[config.mk]
export PLATFORM = sky130hd
export DESIGN_NAME = prox_diode_select_config
export DESIGN_NICKNAME = d
export VERILOG_FILES = /design/src/verilog/prox_diode_pkg.sv /design/src/verilog/prox_diode_select_config.sv
export VERILOG_INCLUDE_DIRS = /design/src /design/src/verilog
export SDC_FILE = /design/constraint.sdc
export NUM_CORES = 1
export LEC_CHECK = 0
export BUFFER_PORTS_ARGS = -buffer_cell sky130_fd_sc_hd__buf_2
export CAP_MARGIN = 20
export CORE_ASPECT_RATIO = 1.5
export CORE_MARGIN = 1
export CORE_UTILIZATION = 51
export CTS_CLUSTER_SIZE = 10
export DETAILED_ROUTE_END_ITERATION = 7
export HOLD_SLACK_MARGIN = 0.05
export PLACE_DENSITY = 0.81
export SETUP_SLACK_MARGIN = 0.4
export SLEW_MARGIN = 20
export SYNTH_ARGS = -nofsm -noshare
export SYNTH_HDL_FRONTEND = slang
export SYNTH_SLANG_ARGS = --single-unit
[constraint.sdc]
create_clock -name sys_clk -period 4.1 [get_ports sys_clk]
set_clock_uncertainty 0.1 [all_clocks]
set_input_delay 0.615 -clock sys_clk [delete_from_list [all_inputs] [get_ports sys_clk]]
set_output_delay 0.615 -clock sys_clk [all_outputs]
set_load 0.005 [all_outputs]
[src/verilog/prox_diode_params.svh]
// constants for the proximity photodiode selection block
// Functional notes
// - north/east form one pair, south/west other
// - one mask bit per diode, set removes it
// - bit 5 set applies extra gain of two
// - one diode per pair saturates 127, compensated reaches 254
// - bit 4 sleeps after interrupt at decision point
// - wake only after host clears pending interrupt
`ifndef PROX_DIODE_PARAMS_SVH
`define PROX_DIODE_PARAMS_SVH
`define DIODE_SEL_ADDR 8'h9F
`define DIODE_SEL_RESET 8'h00
`define BIT_GAIN_COMP 5
`define BIT_SLEEP_IRQ 4
`define BIT_MASK_N 3
`define BIT_MASK_S 2
`define BIT_MASK_W 1
`define BIT_MASK_E 0
`define HALF_SCALE 9'h07F
`define FULL_SCALE 9'h0FF
`endif

[src/verilog/prox_diode_pkg.sv]
// types for the proximity photodiode selection block
package prox_diode_pkg;
    // register access from the serial bus engine
    typedef struct packed {
        logic wrEn;
        logic rdEn;
        logic [7:0] addr;
        logic [7:0] wdata;
    } reg_req_t;
    // raw samples of the four diodes
    typedef struct packed {
        logic [6:0] north;
        logic [6:0] south;
        logic [6:0] west;
        logic [6:0] east;
    } diode_samples_t;
    // sequencer power state
    typedef enum logic {PWR_RUN, PWR_SLEEP} pwr_state_t;
endpackage

[src/verilog/prox_diode_select_config.sv]
// photodiode selection register, pair combining and sleep-after-irq
`timescale 1ns/1ns
`include "prox_diode_params.svh"
module prox_diode_select_config (
    input wire logic sys_clk, // 20 MHz device clock
    input wire logic rst, // async reset, active high
    input wire prox_diode_pkg::reg_req_t regReq, // register access
    input wire prox_diode_pkg::diode_samples_t samples, // diode levels
    input wire logic irqAsserted, // interrupt pin is asserted
    input wire logic sleepPoint, // sequencer at sleep decision
    input wire logic irqClear, // host cleared interrupt over bus
    output logic [7:0] rdData, // register read data
    output logic [8:0] proxResult, // combined proximity value
    output logic sleeping // device held in low power
);
    import prox_diode_pkg::*;

    // the selection register steers which diodes reach the result, the doubling and sleep-after-irq;
    // the converter, offsets and interrupt status live in other blocks
    // result is registered so downstream logic never sees a mask change
    // glitch through the adders in the middle of a cycle
    // reserved bits are stored as written rather than forced to zero,
    // so a host that breaks the reserved-bit rule reads back its mistake
    // sleep state is mirrored into its own flop so the output pin is a
    // clean register and not a decode of the state encoding

    logic [7:0] cfg_r, cfg_nxt; // selection register
    logic [7:0] rdData_r, rdData_nxt; // read data holder
    logic [8:0] prox_r, prox_nxt; // combined result
    pwr_state_t pwr_r, pwr_nxt; // power state
    logic sleep_r, sleep_nxt; // registered copy of sleep state
    logic [7:0] gateN, gateS, gateW, gateE; // masked diode levels
    logic [7:0] pairNE, pairSW; // per pair sums
    logic [8:0] raw; // pair total before gain
    logic halfPairs; // at most one diode left in each pair

    // one gate per diode; a set mask bit drops it
    diode_gate gateNorth (
        .level(samples.north), // north level
        .masked(cfg_r[`BIT_MASK_N]), // north mask
        .gated(gateN) // north after mask
    );
    diode_gate gateSouth (
        .level(samples.south), // south level
        .masked(cfg_r[`BIT_MASK_S]), // south mask
        .gated(gateS) // south after mask
    );
    diode_gate gateWest (
        .level(samples.west), // west level
        .masked(cfg_r[`BIT_MASK_W]), // west mask
        .gated(gateW) // west after mask
    );
    diode_gate gateEast (
        .level(samples.east), // east level
        .masked(cfg_r[`BIT_MASK_E]), // east mask
        .gated(gateE) // east after mask
    );

    // pattern flag used only by the scale checks below
    assign halfPairs =
        (cfg_r[`BIT_MASK_N] | cfg_r[`BIT_MASK_E])
        & (cfg_r[`BIT_MASK_S] | cfg_r[`BIT_MASK_W]);

    // register write and readback
    always_comb
    begin
        cfg_nxt = cfg_r;
        rdData_nxt = rdData_r;
        if (regReq.wrEn && regReq.addr == `DIODE_SEL_ADDR)
        begin
            // reserved bits stored as written; host keeps them zero
            cfg_nxt = regReq.wdata;
        end
        if (regReq.rdEn && regReq.addr == `DIODE_SEL_ADDR)
            rdData_nxt = cfg_r;
        else if (regReq.rdEn)
            rdData_nxt = 8'h00; // other addresses live elsewhere
    end

    // pair combining with masking and optional doubling
    always_comb
    begin
        // each diode contributes half of its pair's range
        pairNE = gateN + gateE;
        pairSW = gateS + gateW;
        // pairs averaged so both full pairs reach 254, one diode per pair 127
        raw = {1'b0, pairNE} + {1'b0, pairSW};
        raw = {1'b0, raw[8:1]};
        prox_nxt = raw;
        if (cfg_r[`BIT_GAIN_COMP])
        begin
            // doubling, clipped at full scale
            prox_nxt = {raw[7:0], 1'b0};
            if (raw > `HALF_SCALE)
                prox_nxt = `FULL_SCALE;
        end
    end

    // sleep after interrupt sequencing
    always_comb
    begin
        pwr_nxt = pwr_r;
        unique case (pwr_r)
            PWR_RUN:
                if (cfg_r[`BIT_SLEEP_IRQ] && irqAsserted && sleepPoint)
                    pwr_nxt = PWR_SLEEP;
            PWR_SLEEP:
                if (irqClear)
                    pwr_nxt = PWR_RUN;
        endcase
        // output flop follows the next state, no extra latency
        sleep_nxt = (pwr_nxt == PWR_SLEEP);
    end

    // all state registered here
    always_ff @(posedge sys_clk or posedge rst)
    begin
        if (rst)
        begin
            cfg_r <= `DIODE_SEL_RESET;
            rdData_r <= 8'h00;
            prox_r <= 9'h000;
            pwr_r <= PWR_RUN;
            sleep_r <= 1'b0;
        end
        else
        begin
            cfg_r <= cfg_nxt;
            rdData_r <= rdData_nxt;
            prox_r <= prox_nxt;
            pwr_r <= pwr_nxt;
            sleep_r <= sleep_nxt;
        end
    end

    assign rdData = rdData_r;
    assign proxResult = prox_r;
    assign sleeping = sleep_r;
endmodule

// single diode gate: passes the level or zero when masked
module diode_gate (
    input wire logic [6:0] level, // diode level
    input wire logic masked, // mask bit, high drops the diode
    output logic [7:0] gated // level widened for pair sums
);
    import prox_diode_pkg::*;
    // widened by one bit so two gates add without overflow
    assign gated = masked ? 8'h00 : {1'b0, level};
endmodule

=== Word level (Yosys, flattened, before mapping) ===
Index checks and enable logic that the tools add are counted.

* Memories: 0
* Input bits: 51
* Output and inout bits: 18
* Memory bits (read-only): 0
* Register bits: 26
* Memory bits (writable): 0
* Latch bits: 0

* Reduce and logical (&&, ||, !) cells: 5
* $lt $le $gt $ge: 1
* Muxes and demuxes: 11
* Add/sub/neg operators: 3
* Bitwise logic cells: 1
* Shift-type cells: 0
* Div/mod/pow operators: 0
* $mul: 0
* Eq/ne operators: 1

{| class="wikitable"
|+ Operators by type and width
! operator !! number
|-
| $mux 7 || 4
|-
| $mux 9 || 2
|-
| $add 8x8->8 || 2
|-
| $mux 8 || 2
|-
| $add 8x8->9 || 1
|-
| $eq 8x8->1 const B || 1
|-
| $gt 8x7->1 const B || 1
|-
| $logic_and 1x1->1 || 4
|-
| $mux 1 || 2
|-
| $pmux 1 s2 || 1
|-
| $reduce_bool 2->1 || 1
|-
| $not 1->1 || 1
|}

=== Logic depth before layout (Yosys ltp) ===
* Word-level depth: 6
* Mapped depth: 12

=== By module ===
Synthesis repeated with hierarchy kept, for this count alone.

* Cell total of the unflattened synthesis: 223
* Area total of the unflattened synthesis: 2163.3 sq um

{| class="wikitable"
|+ By module, submodules not included
! module !! cells an instance !! times used !! area each (sq um) !! seq. area each (sq um)
|-
| prox_diode_select_config || 187 || 1 || 1943.1 || 650.6
|-
| diode_gate || 9 || 4 || 55.1 || 0.0
|}

=== Worst setup path after synthesis ===
Ideal clock, no wire load.

* Kind: input port to flip-flop
* Start: in samples[21] in the netlist's numbering
* End: reg prox_r[4], in the netlist proxResult[4]
* Setup slack: 0.689 ns
* Stages: 12
* Required time: 3.879 ns
* Data arrival time: 3.190 ns
* Cell sequence: nor2b_1 > ha_1 > fa_1 > a21o_1 > a21oi_1 > or4b_2 > o2111ai_1 > ha_1 > and3_1 > and3_4 > or3_4 > o22a_1

* Cells in the longest elaborated chain, start to end: 6

{| class="wikitable"
|+ Ends and longest elaborated chain
! element !! RTL line !! RTL
|-
| from (decl) || prox_diode_select_config.sv:8 || <nowiki>input wire prox_diode_pkg::diode_samples_t samples,</nowiki>
|-
| $mux 7 (*) || prox_diode_select_config.sv:149 || <nowiki>assign gated = masked ? 8'h00 : {1'b0, level};</nowiki>
|-
| $add 8x8->8 (*) || prox_diode_select_config.sv:84 || <nowiki>pairNE = gateN + gateE;</nowiki>
|-
| $add 8x8->9 (*) || prox_diode_select_config.sv:87 || <nowiki>raw = {1'b0, pairNE} + {1'b0, pairSW};</nowiki>
|-
| $gt 8x7->1 (no source line) || -- ||
|-
| $mux 9 || prox_diode_select_config.sv:94 || <nowiki>if (raw > `HALF_SCALE)</nowiki>
|-
| $mux 9 (*) || prox_diode_select_config.sv:90 || <nowiki>if (cfg_r[`BIT_GAIN_COMP])</nowiki>
|-
| net prox_nxt[4] || prox_diode_select_config.sv:29 || <nowiki>logic [8:0] prox_r, prox_nxt;</nowiki>
|-
| to (signal assigned) || prox_diode_select_config.sv:130 || <nowiki>prox_r <= prox_nxt;</nowiki>
|-
| to (decl) || prox_diode_select_config.sv:29 ||
|}

The timed path passes the listed nets; every way through them passes the cells marked *.
A chain may end at the register's enable or synchronous reset.

=== Final worst setup path ===
* Start: in samples[21] in the netlist's numbering
* End: reg prox_r[5], in the netlist proxResult[5]

Same word-level chain as after synthesis.

==> summary.txt <==
Syn_nets - 285
Number of synthesized register bits - 26
Antenna Nets Post-Route - 0
Fmax - 282 MHz
RSZ-0062 raised after global routing - no
Hold crit path type - in -> async
Crit path DAT - 3.64 ns
Clock power share - 20.7%
CP Data Required Time - 4.19 ns
Initial antenna violation count - 0
Setup violators final - 0
I/O Pins - 69
Sequential fraction of the synthesis area - 31.4%
DRC violations left - 0
Critical path type - in -> reg
Antenna cells - 0
Reg power frac - 31.5%
Number of max-slew violations in the final report - 0
I/O Buffers - 68
Wirelength per Cell - 13.5 µm
Root Buffer - clkbuf_8
Leakage dissipation - 1.30 nW
Relative slew slack - 38.7%
Dpl hpwl - 3630 µm
Min Tclk post-route - 3.55 ns
Max-cap violations - 0
Global-route wire length before repair - 7090 µm
Die Wd - 54.1 µm
Crit Path Max Fanout - 5
YS warnings - 0
Die footprint - 4330 µm²
Placed Cells - 322
Clk_lat worst skew - 0.26 ns
Internal power - 0.651 mW
Post-Route Utilization - 65.3%
GRT Total Usage - 21.9%
Final GP Congestion - 0.783
Async SR Flop Fraction - 100%
Layout area overhead - 23.6%
CTS sink cnt - 26
Row cnt - 28
Logic gate share of total power - 47.8%
Vias - 1823
Initial Util - 52.8%
Total Wirelength - 4430 µm
CTS tree - yes
Period utilization - 86.6%
Final cell count without fillers - 327
Hold Vio Cnt, Final - 0
Fin nets - 358
Drt pass-1 iters - 4
Global route overflow - 0
Most frequent cells in the layout - 68 x buf_2, 30 x nor2b_1, 22 x dfrtp_1
Most common cell after layout, fill and taps aside - buf_2
Layout cells sized above 1 - 33.0%
EDFF count, synth - 0
Yosys cell types - 49
Clk buf depth - 2
Minimum hold slack - 0.238 ns
H-Tree Depth - 1
Switching pwr - 0.343 mW
Vias per std cell - 5.57
Clk slew on worst S/H paths - 0.09 ns
Syn Inst Count - 210
P per Cell Area - 388 nW/µm²
Post-Syn Area per Cell - 9.87 µm²
Die span in y - 80.1 µm
Total CTS buffers - 3
Actual slew at the worst max-slew pin - 0.913 ns
Startpoint types - primary input
TNS Setup - 0 ns
Status - complete, no violations
Core area - 3920 µm²
Largest net degree at the start of global routing - 27
VDD IR max - 0.000298 V
Vias in the first global route - 1742
Synth Flop Type - dfrtp_1
Mapped cell area - 2070 µm²
Switching share of total power - 34.5%
Critical path capture point type - flip-flop
Drt first-iter violations - 31
-- power by group through the flow --
| stage | clock network (mW) | logic, mW | registers [mW] |
|---|---|---|---|
| finish | 0.206 | 0.475 | 0.313 |
| global route | 0.219 | 0.528 | 0.318 |
| CTS | 0.209 | 0.467 | 0.314 |
| detailed placement | 0 | 0.464 | 0.319 |
| global placement | 0 | 0.455 | 0.319 |
| floorplan | 0 | 0.330 | 0.324 |
-- flip-flops by register name, summed over array words and instances, names as in the netlist --
signal,count
cfg_r,8
proxResult,9
rdData,8
sleeping,1
-- cells in the mapped netlist (2+ instances only) --
library cell   n  share of area, %
nand4_1        2              0.60
o31ai_1        2              0.72
a2bb2oi_1      2              0.85
nor3_1         8               1.9
a22o_1         8               3.4
fa_1           3               2.9
a31oi_1        2              0.60
nand2_1       10               1.8
ha_1          21                13
a21o_1         4               1.4
inv_1         12               2.2
o21ai_0        3              0.72
xor2_1         5               2.1
a211o_1        2              0.85
nor2b_1       30               9.1
nor2_1         7               1.3
xnor2_1        5               2.1
dfrtp_1       26                31
o2111ai_1      2              0.85
a21oi_1       11               2.7
o211ai_1       3               1.1
o41a_1         2               1.1
a311oi_1       2              0.85
nand3_1        2              0.48
o21a_1         2              0.72
and2_1         3              0.91
mux2_2         9               4.9
-- cells by family (layout without fill, tap and decap cells) --
kind of cell / Yosys count / in the layout / synth area share (%)
multiplexers: 10 / 10 / 5.37
AO/OA/AOI/OAI: 55 / 55 / 21.2
XOR/XNOR: 10 / 10 / 4.22
flip-flops: 26 / 26 / 31.4
other: 1 / 1 / 0.181
buffers and inverters: 14 / 86 / 2.53
adder cells (fa/ha/maj): 24 / 24 / 15.6
AND/OR/NAND/NOR: 70 / 70 / 19.5
-- worst max-delay path, cell delays in order --
cell and delay [ns]:
buf_2 0.09, nor2b_1 0.12, ha_1 0.22, fa_1 0.40
a21o_1 0.17, a21oi_1 0.25, xnor2_1 0.12, ha_1 0.36
a21oi_1 0.37, mux2_2 0.38, a311oi_1 0.36, a2bb2oi_1 0.18
-- cell type report --
cell class                      instances  area, µm²
Clock buffer                            3       41.3
Clock inverter                          1       30.0
Fill cell                             358       1360
Inverter                               13       48.8
Multi-Input combinational cell        170       1380
Sequential cell                        26        656
Tap cell                               45       56.3
Timing Repair Buffer                   69        355
-- routing by layer --
metal  vias up  global-route usage, %  wire [µm]
met2        50                   44.6       2470
met1       850                   21.0       1720
li1        921                      -          -
met5         -                      0          0
met4         0                   6.92         31
met3         2                   2.27        205
-- path summary, 6_finish.rpt --
path | start | end | slack (ns) | depth (start not counted)
max | samples[21] | proxResult[5] | 0.55 | 12
min | rst | proxResult[2] | 0.24 | 2
max reg2reg | cfg_r[3] | proxResult[5] | 0.59 | 11
min reg2reg | sleeping | sleeping | 0.38 | 1
max in group asynchronous | rst | cfg_r[3] | 3.19 | 3
min in group sys_clk | sleeping | sleeping | 0.38 | 1
-- per-stage QoR --
step / total power, mW / setup WS (ns) / instance area (µm²)
2_1_floorplan: 0.655 / 0.689 / 2070
3_3_place_gp: 0.773 / 0.388 / 2470
3_5_place_dp: 0.783 / 0.369 / 2470
4_1_cts: 0.990 / 0.589 / 2540
5_1_grt: 1.07 / 0.340 / 2560
6_report: 0.994 / 0.551 / 2560
-- timing repair --
item,4_1_cts,5_1_grt
endpoints found under the setup margin,0,5
gates resized for setup,0,5
hold buffers,0,0
buffers inserted,0,0
(Power assumes the default switching activity.)
